`src/verilog/cmp_ctrl_pkg.sv`:
```
// package: register map, field layout and timing constants for comparator control
package cmp_ctrl_pkg;
    // ==========================================================
    // register byte addresses
    localparam logic [7:0] addr_cmp_one = 8'h00;   // comparator one control
    localparam logic [7:0] addr_cmp_two = 8'h04;   // comparator two control
    localparam logic [7:0] addr_p0_dis = 8'h08;    // port0 input disable
    localparam logic [7:0] addr_irq_en = 8'h0c;    // per-comparator enables + global
    localparam logic [7:0] addr_status = 8'h10;    // sticky event status, w1c
    localparam logic [7:0] addr_mask = 8'h14;      // status mask
    localparam logic [7:0] addr_misc = 8'h18;      // timing select, power mode
    localparam logic [7:0] addr_port0 = 8'h1c;     // port0 read value
    // ==========================================================
    // comparator control field positions
    localparam int f_flag = 0;      // change flag
    localparam int f_result = 1;    // comparator result, read only
    localparam int f_oe = 2;        // result pin enable
    localparam int f_neg = 3;       // negative input select
    localparam int f_pos = 4;       // positive input select
    localparam int f_en = 5;        // comparator enable
    // irq enable register fields
    localparam int f_ec1 = 0;
    localparam int f_ec2 = 1;
    localparam int f_ea = 7;
    // misc register fields
    localparam int f_std = 0;       // standard timing select
    localparam int f_idle = 1;
    localparam int f_pd = 2;
    // ==========================================================
    // reset values
    localparam logic [7:0] rst_byte = 8'h00;
    localparam logic [1:0] rst_two = 2'h0;
    // ==========================================================
    // timing
    localparam int clk_mhz = 100;
    localparam int startup_us = 10;
    localparam int startup_cycles = startup_us * clk_mhz;   // 1000 cycles
    localparam logic [3:0] mc_fast = 4'h6;   // osc periods per machine cycle
    localparam logic [3:0] mc_std = 4'hc;
endpackage : cmp_ctrl_pkg

```
`src/verilog/comparator_control_and_irq.sv`:
```
// comparator control, port0 input disable, change flags and interrupt logic
//
// Contract
// - machine cycle is six oscillator periods
// - standard timing stretches cycle to twelve
// - one input disable bit per port0 pin
// - disabled port0 pins read as zero
// - result one when positive exceeds negative
// - result readable and optionally driven out
// - eight configurations from three select fields
// - change flag set on any output toggle once settled
// - irq needs flag, enable and global enable, or an unmasked status bit
// - comparators keep working in idle, power-down
// - enabled change interrupt wakes the processor
// - result unstable ten microseconds after enable
`timescale 1ns/1ps
module comparator_control_and_irq
    import cmp_ctrl_pkg::*;
(
    input wire logic hclk,
    input wire logic hresetn,
    input wire logic hsel,
    input wire logic [7:0] haddr,
    input wire logic [1:0] htrans,
    input wire logic hwrite,
    input wire logic [2:0] hsize,
    input wire logic [31:0] hwdata,
    input wire logic hready,
    output logic [31:0] hrdata,
    output logic hreadyout,
    output logic hresp,
    input wire logic [1:0] cmp_raw,          // analog: pos>neg for each comparator
    input wire logic [7:0] port0_pins,       // port0 pin levels
    output logic [1:0] cmp_enable,           // analog block power enables
    output logic [1:0] pos_sel,              // positive input select per comparator
    output logic [1:0] neg_sel,              // negative input select per comparator
    output logic [1:0] result_pin,           // result driven to pins
    output logic [1:0] result_pin_oe,        // pin drive enable
    output logic [7:0] port0_input_disable,  // digital input path off per pin
    output logic [7:0] port0_read,           // port0 value seen by instructions
    output logic cmp_irq,                    // interrupt level
    output logic wake_req,                   // wake from idle/power-down
    output logic machine_tick                // one pulse per machine cycle
);
    // ==========================================================
    // synchronisers for analog results and port pins
    logic [1:0] cs1_reg, cs2_reg, cs3_reg;   // comparator sync chain
    logic [7:0] ps1_reg, ps2_reg, ps3_reg;   // port sync chain
    logic [1:0] cres_reg, cres_next;         // debounced comparator result
    logic [7:0] pval_reg, pval_next;         // debounced port value
    // accepted once stages two and three agree; a split pair keeps the old value
    always_comb begin
        cres_next = (cs3_reg & ~(cs2_reg ^ cs3_reg)) | (cres_reg & (cs2_reg ^ cs3_reg));
        pval_next = (ps3_reg & ~(ps2_reg ^ ps3_reg)) | (pval_reg & (ps2_reg ^ ps3_reg));
    end
    always_ff @(posedge hclk or negedge hresetn) begin
        if (!hresetn) begin
            cs1_reg <= rst_two;
            cs2_reg <= rst_two;
            cs3_reg <= rst_two;
            ps1_reg <= rst_byte;
            ps2_reg <= rst_byte;
            ps3_reg <= rst_byte;
            cres_reg <= rst_two;
            pval_reg <= rst_byte;
        end else begin
            cs1_reg <= cmp_raw;
            cs2_reg <= cs1_reg;
            cs3_reg <= cs2_reg;
            ps1_reg <= port0_pins;
            ps2_reg <= ps1_reg;
            ps3_reg <= ps2_reg;
            cres_reg <= cres_next;
            pval_reg <= pval_next;
        end
    end

    // ==========================================================
    // ahb-lite slave: zero wait states, always okay
    logic aphase_reg, aphase_next;    // data phase pending
    logic awr_reg, awr_next;          // pending is a write
    logic [7:0] aaddr_reg, aaddr_next;
    logic [31:0] rdata_reg, rdata_next;

    // configuration state
    logic [1:0] en_reg, en_next;        // comparator enables
    logic [1:0] pos_reg, pos_next, neg_reg, neg_next, oe_reg, oe_next;  // input and pin selects
    logic [1:0] flag_reg, flag_next;    // change flags
    logic [1:0] ec_reg, ec_next;        // per-comparator irq enables
    logic ea_reg, ea_next;              // global irq enable
    logic [7:0] dis_reg, dis_next;      // port0 input disable
    logic [1:0] status_reg, status_next;  // sticky wrapper status
    logic [1:0] mask_reg, mask_next;
    logic std_reg, std_next, idle_reg, idle_next, pd_reg, pd_next;  // timing and power modes
    logic [1:0] cprev_reg;              // last result for edge detection
    logic [9:0] settle_reg [2];         // start-up timers
    logic [9:0] settle_next [2];
    logic [1:0] stable;                 // settled, results trusted

    // compose a comparator control byte
    function automatic logic [31:0] ctl_word(input int i);
        logic [31:0] w;
        w = 32'h0;
        w[f_flag] = flag_reg[i];
        w[f_result] = cres_reg[i];
        w[f_oe] = oe_reg[i];
        w[f_neg] = neg_reg[i];
        w[f_pos] = pos_reg[i];
        w[f_en] = en_reg[i];
        return w;
    endfunction : ctl_word
    logic wr_go;
    logic [1:0] change;   // trusted output toggle per comparator
    assign wr_go = aphase_reg && awr_reg;
    // edge detection is held off until the comparator has settled
    always_comb begin
        for (int i = 0; i < 2; i++) begin
            stable[i] = en_reg[i] && (settle_reg[i] == 10'(startup_cycles));
            change[i] = stable[i] && (cres_reg[i] != cprev_reg[i]);
        end
    end
    // register file next state
    always_comb begin
        aphase_next = hsel && hready && htrans[1];
        awr_next = hwrite;
        aaddr_next = haddr;
        rdata_next = 32'h0;
        en_next = en_reg;
        pos_next = pos_reg;
        neg_next = neg_reg;
        oe_next = oe_reg;
        flag_next = flag_reg;
        ec_next = ec_reg;
        ea_next = ea_reg;
        dis_next = dis_reg;
        status_next = status_reg;
        mask_next = mask_reg;
        std_next = std_reg;
        idle_next = idle_reg;
        pd_next = pd_reg;
        // read data decode on the address phase
        if (haddr == addr_cmp_one) begin
            rdata_next = ctl_word(0);
        end else if (haddr == addr_cmp_two) begin
            rdata_next = ctl_word(1);
        end else if (haddr == addr_p0_dis) begin
            rdata_next = {24'h0, dis_reg};
        end else if (haddr == addr_irq_en) begin
            rdata_next = {24'h0, ea_reg, 5'h0, ec_reg};
        end else if (haddr == addr_status) begin
            rdata_next = {30'h0, status_reg};
        end else if (haddr == addr_mask) begin
            rdata_next = {30'h0, mask_reg};
        end else if (haddr == addr_misc) begin
            rdata_next = {29'h0, pd_reg, idle_reg, std_reg};
        end else if (haddr == addr_port0) begin
            rdata_next = {24'h0, pval_reg & ~dis_reg};
        end
        // writes in the data phase
        if (wr_go) begin
            if (aaddr_reg == addr_cmp_one || aaddr_reg == addr_cmp_two) begin
                for (int i = 0; i < 2; i++) begin
                    if (aaddr_reg == (i == 0 ? addr_cmp_one : addr_cmp_two)) begin
                        en_next[i] = hwdata[f_en];
                        pos_next[i] = hwdata[f_pos];
                        neg_next[i] = hwdata[f_neg];
                        oe_next[i] = hwdata[f_oe];
                        if (!hwdata[f_flag]) begin
                            flag_next[i] = 1'b0;
                        end
                    end
                end
            end else if (aaddr_reg == addr_p0_dis) begin
                dis_next = hwdata[7:0];
            end else if (aaddr_reg == addr_irq_en) begin
                ec_next = hwdata[1:0];
                ea_next = hwdata[f_ea];
            end else if (aaddr_reg == addr_status) begin
                status_next = status_reg & ~hwdata[1:0];
            end else if (aaddr_reg == addr_mask) begin
                mask_next = hwdata[1:0];
            end else if (aaddr_reg == addr_misc) begin
                std_next = hwdata[f_std];
                idle_next = hwdata[f_idle];
                pd_next = hwdata[f_pd];
            end
        end
        flag_next = flag_next | change;
        status_next = status_next | change;
        // timer restarts whenever disabled, stops once settled
        for (int i = 0; i < 2; i++) begin
            settle_next[i] = en_reg[i] ? (settle_reg[i] + 10'(!stable[i])) : 10'h0;
        end
    end
    always_ff @(posedge hclk or negedge hresetn) begin
        if (!hresetn) begin
            aphase_reg <= 1'b0;
            awr_reg <= 1'b0;
            aaddr_reg <= rst_byte;
            rdata_reg <= 32'h0;
            en_reg <= rst_two;
            pos_reg <= rst_two;
            neg_reg <= rst_two;
            oe_reg <= rst_two;
            flag_reg <= rst_two;
            ec_reg <= rst_two;
            ea_reg <= 1'b0;
            dis_reg <= rst_byte;
            status_reg <= rst_two;
            mask_reg <= rst_two;
            std_reg <= 1'b0;
            idle_reg <= 1'b0;
            pd_reg <= 1'b0;
            cprev_reg <= rst_two;
            settle_reg <= '{default: 10'h0};
        end else begin
            aphase_reg <= aphase_next;
            awr_reg <= awr_next;
            aaddr_reg <= aaddr_next;
            rdata_reg <= rdata_next;
            en_reg <= en_next;
            pos_reg <= pos_next;
            neg_reg <= neg_next;
            oe_reg <= oe_next;
            flag_reg <= flag_next;
            ec_reg <= ec_next;
            ea_reg <= ea_next;
            dis_reg <= dis_next;
            status_reg <= status_next;
            mask_reg <= mask_next;
            std_reg <= std_next;
            idle_reg <= idle_next;
            pd_reg <= pd_next;
            // unsettled results are tracked so no stale toggle fires later
            cprev_reg <= cres_reg;
            settle_reg <= settle_next;
        end
    end
    // ==========================================================
    // machine cycle divider
    logic [3:0] mc_reg, mc_next;    // position within the machine cycle
    logic tick_reg, tick_next;
    always_comb begin
        if (mc_reg >= ((std_reg ? mc_std : mc_fast) - 4'h1)) begin
            mc_next = 4'h0;
            tick_next = 1'b1;
        end else begin
            mc_next = mc_reg + 4'h1;
            tick_next = 1'b0;
        end
    end
    always_ff @(posedge hclk or negedge hresetn) begin
        if (!hresetn) begin
            mc_reg <= 4'h0;
            tick_reg <= 1'b0;
        end else begin
            mc_reg <= mc_next;
            tick_reg <= tick_next;
        end
    end
    // ==========================================================
    // registered outputs
    logic irq_reg, irq_next, wake_reg, wake_next;
    logic [1:0] rpin_reg, rpin_next, roe_reg, roe_next;
    logic [7:0] pread_reg, pread_next;
    always_comb begin
        // flag, own enable and global enable, or unmasked status
        irq_next = (|(flag_next & ec_next) && ea_next) || |(status_next & mask_next);
        // wake only in a low power mode
        wake_next = (idle_next || pd_next) && |(flag_next & ec_next) && ea_next;
        // result comes from pos greater than neg
        rpin_next = cres_next & oe_next & en_next;
        roe_next = oe_next & en_next;
        pread_next = pval_next & ~dis_next;
    end
    always_ff @(posedge hclk or negedge hresetn) begin
        if (!hresetn) begin
            irq_reg <= 1'b0;
            wake_reg <= 1'b0;
            rpin_reg <= rst_two;
            roe_reg <= rst_two;
            pread_reg <= rst_byte;
        end else begin
            irq_reg <= irq_next;
            wake_reg <= wake_next;
            rpin_reg <= rpin_next;
            roe_reg <= roe_next;
            pread_reg <= pread_next;
        end
    end
    assign hrdata = rdata_reg;
    assign hreadyout = 1'b1;
    assign hresp = 1'b0;
    assign cmp_enable = en_reg;
    assign pos_sel = pos_reg;
    assign neg_sel = neg_reg;
    assign result_pin = rpin_reg;
    assign result_pin_oe = roe_reg;
    assign port0_input_disable = dis_reg;
    assign port0_read = pread_reg;
    assign cmp_irq = irq_reg;
    assign wake_req = wake_reg;
    assign machine_tick = tick_reg;
    // ==========================================================
    // checks
    flag_sticky_a: assert property (@(posedge hclk) disable iff (!hresetn)
        (change[0] |=> flag_reg[0])) else $error("change flag not set after toggle");
    irq_gate_a: assert property (@(posedge hclk) disable iff (!hresetn)
        (flag_reg[0] && ec_reg[0] && ea_reg |-> irq_reg)) else $error("irq missing");
    p0_zero_a: assert property (@(posedge hclk) disable iff (!hresetn)
        ((port0_read & dis_reg) == 8'h0)) else $error("disabled pin read nonzero");
    settle_hold_a: assert property (@(posedge hclk) disable iff (!hresetn)
        ($rose(en_reg[0]) |-> !change[0] [*8])) else $error("change during start-up");
    tick_fast_a: assert property (@(posedge hclk) disable iff (!hresetn)
        ((tick_reg && !std_reg) ##1 (!tick_reg && !std_reg) [*5] |=> tick_reg))
        else $error("machine cycle not six");
    tick_std_a: assert property (@(posedge hclk) disable iff (!hresetn)
        ((tick_reg && std_reg) ##1 (!tick_reg && std_reg) [*8] ##1 (!tick_reg && std_reg) [*3]
        |=> tick_reg)) else $error("machine cycle not twelve");
    pin_route_a: assert property (@(posedge hclk) disable iff (!hresetn)
        (!roe_reg[0] |-> !result_pin[0])) else $error("result pin driven while off");
    wake_mode_a: assert property (@(posedge hclk) disable iff (!hresetn)
        (wake_reg |-> idle_reg || pd_reg)) else $error("wake outside low power");
endmodule : comparator_control_and_irq

```
`config.mk`:
```
export PLATFORM = sky130hd
export DESIGN_NAME = comparator_control_and_irq
export DESIGN_NICKNAME = d
export VERILOG_FILES = /design/src/verilog/cmp_ctrl_pkg.sv /design/src/verilog/comparator_control_and_irq.sv
export SDC_FILE = /design/constraint.sdc
export NUM_CORES = 1
export LEC_CHECK = 0
export BUFFER_PORTS_ARGS = -buffer_cell sky130_fd_sc_hd__buf_2
export CORE_ASPECT_RATIO = 0.5
export CORE_MARGIN = 2
export CORE_UTILIZATION = 40
export DETAILED_ROUTE_END_ITERATION = 12
export PLACE_DENSITY_LB_ADDON = 0.25
export SLEW_MARGIN = 10
export SYNTH_ARGS = -nofsm -noshare
export SYNTH_HDL_FRONTEND = slang
export SYNTH_SLANG_ARGS = --single-unit
```
`constraint.sdc`:
```
create_clock -name hclk -period 2.7 [get_ports hclk]
set_clock_uncertainty 0.1 [all_clocks]
set_input_delay 0.27 -clock hclk [delete_from_list [all_inputs] [get_ports hclk]]
set_output_delay 0.27 -clock hclk [all_outputs]
set_load 0.02 [all_outputs]
```
==> results.md <==
- Net Sw Frac: 23.6%
- WL final: 10,600 um
- GPL Wtd Cong: 0.803
- Hold path start: hwdata[6]
- RSZ-0062 raised after global routing: false
- CP arrival: approximately 2.3 ns
- FF-to-FF Start: settle_reg[14]
- # IOs: 123
- Final Hold Viols: 0
- Slowest stage delay, CP: about 0.55 ns
- Critical path fanouts, max: 8
- DIE AREA: ~14,000 um2
- Initial Util: 41.1%
- Max-slew violations: 0
- Worst-Skew Late Latency: 0.41 ns
- Post-synthesis cell area: 5240 um2
- Synth area leaders: dfrtp_1 61%, mux2_2 4.3%, buf_4 3.7%
- H-tree levels: 4
- Largest register FFs: 20
- R2R setup slack: 0.61 ns
- Final ANT Viol Nets: 0
- Sequential area share after synthesis: about three fifths
- Total Nets Final: 580
- Max-cap violations: 0
- Unique masters post-synth: 58
- Worst Hold Class: in -> reg
- Largest net degree at the start of global routing: 54
- Share of cells above drive strength 1: 26.9%
- Fillers: 1,114
- Post-synth EDFFs: 0
- Clock share of power: 48.6%
- CTS Buf Count: 17
- Most used flip-flop cell after synthesis: dfrtp_1
- CP startpoint kind: input pin
- PortBufs: 68
- Row cnt: 29
- Worst Path Required: 2.88 ns
- Sw power: 1.17 mW
- Most frequent cell after synthesis: dfrtp_1
- Crit-path cells: dlygate4sd3_1 > buf_2 > nor4_4 > nand3_1 > o32a_2 > o22ai_1 > a31oi_1
- Chip width: ~170 um
- CTS tree: built
- YS warnings: 0
- Critical path capture point type: flop
- Vias: 3,367
- CP Class: in -> reg
- Grt ovf: 0
- Vias in the first global route: 3,465
- All-Layer GR Usage: 16.4%
- DRC: 0
- Top cell type's share of synthesized area: around three fifths
- Hold Crit Depth: 2
- Reg power frac: 42.8%
- Lkg Pwr: between 3 and 4 nW
- Dpl hpwl: about 7100 um
- Endpoints failing setup: 0
- Period utilization: 79.8%
- Non-filler instance count after layout: 695
- Drt wl/cell: 15.2 um
- Status: complete, no violations
- Syn Area/Cell: between 10 and 15 um2
- GR Util met2: between 20% and 30%
- Reg clk slew, reported paths: roughly 0.050 ns
- Asr flop ratio synth: between 90% and 100%
- Peak supply drop: between 0.3 and 0.4 mV
- Clock tree sinks: 127
- M1 GR Usage: roughly a fifth
- Initial antenna violation count: 0
- Worst hold slack: 0.00920 ns
- Worst r2r dst: settle_reg[16]
- Internal Power: approximately 3.8 mW
- Cell depth of the worst flop-to-flop path: 8
- #FFs+latches synth: 127
- Combinational share of power: 8.6%
- Worst hold path endpoint: port0_input_disable[6]
- Pwr Density: 758 nW/um2
- Post-synth top cells: 127 x dfrtp_1, 26 x buf_4, 21 x nand2_1, 20 x mux2_2
- CTS Root Cell: clkbuf_16
- Core Util, Final: between 50% and 60%
- Core area: 12,700 um2
- DR iter-0 viols: 225
- Inst Count DP: 643
- Met3 usage in global routing: 4.80%
- Grt peak-use layer: met2
- Post-CTS setup buffers: 0
- Syn Inst Count: 408
- Cell taking the most area after synthesis: dfrtp_1
- Router iterations before antenna repair: 5
- ANT cells: 0
- DR vias/cell: 4.84
- Area Growth Syn to Fin: 24.3%
- First-pass GRT wire length: approximately 18,000 um
- Clock buffer depth: 2
- Total Neg Setup Slack: 0 ns
- Die Ht: 84.9 um
- Tmin final: 2.15 ns
- Slowest-stage cell, CP: dlygate4sd3_1
- Tot Pwr: 4.94 mW
- Fmax: about 0.46 GHz
-- kinds of logic (layout without fill, tap and decap cells) --
logic type / count (synthesis) / in the layout / share of synthesized area, %
adders and majority gates: 17 / 17 / 3.63
AOI/OAI and AO/OA: 49 / 49 / 6.52
muxes: 27 / 27 / 5.64
and+or+nand+nor: 121 / 121 / 14.7
other: 2 / 26 / 0.143
buffers and inverters: 49 / 142 / 6.04
DFF: 127 / 127 / 60.6
xor gates and xnor gates: 16 / 16 / 2.67
-- power by group through the flow --
stage	Clock, mW	Combinational (mW)	Sequential, mW
3_3_place_gp	0	0.397	2.14
4_1_cts	2.46	0.431	2.11
3_5_place_dp	0	0.408	2.15
2_1_floorplan	0	0.252	2.17
5_1_grt	2.55	0.478	2.13
6_report	2.40	0.424	2.11
-- layout by cell type (no fill, tap or decap), types with 17 or more instances in the layout --
master / Yosys / final
nand2_1: 21 / 21
clkbuf_16: 0 / 17
inv_1: 17 / 17
nand3_1: 17 / 17
buf_2: 0 / 67
dlygate4sd3_1: 0 / 20
dfrtp_1: 127 / 127
conb_1: 2 / 26
and2_1: 17 / 17
mux2_2: 20 / 20
-- per-stage QoR --
step / cell area (um2) / setup WS, ns
detailed placement: 5680 / 0.636
finish: 6510 / 0.547
global placement: 5680 / 0.626
CTS: 6510 / 0.534
floorplan: 5330 / 0.746
global route: 6510 / 0.464
-- routing by layer --
metal,vias to the layer above,wire (um)
met5,-,0
li1,1600,-
met3,10,515
met4,0,130
met2,85,5050
met1,1672,4860
-- area by class of cell --
| type | instances | area, um2 | share of cell area [%] |
|---|---|---|---|
| inverters | 17 | 63.8 | 0.980 |
| well taps | 170 | 213 | 3.27 |
| clock inverters | 14 | 190 | 2.92 |
| repair buffers | 93 | 593 | 9.11 |
| flip-flops and latches | 127 | 3180 | 48.8 |
| clock buffers | 18 | 439 | 6.74 |
| multi-input cells | 256 | 1840 | 28.2 |
-- repair_timing --
item / CTS / global route
resized for setup: 0 / 0
hold buffers: 20 / 0
hold endpoints to repair: 39 / 0
-- worst max-delay path by stage --
stage	cells past startpoint	endpoint	start
after floorplan	8	settle_reg[16]	cmp_enable[0]
after global placement	6	hrdata[1]	haddr[1]
after detailed placement	8	settle_reg[16]	settle_reg[14]
after CTS	7	hrdata[1]	haddr[1]
after global routing	7	hrdata[1]	haddr[1]
final	7	hrdata[1]	haddr[0]
-- worst max-delay path, delay by kind of cell --
kind                   cells  cell delay, ns
buffers and inverters      2            0.70
and+or+nand+nor            2            0.70
AOI/OAI and AO/OA          3            0.66
No activity file was read; power rests on OpenSTA's default activity.
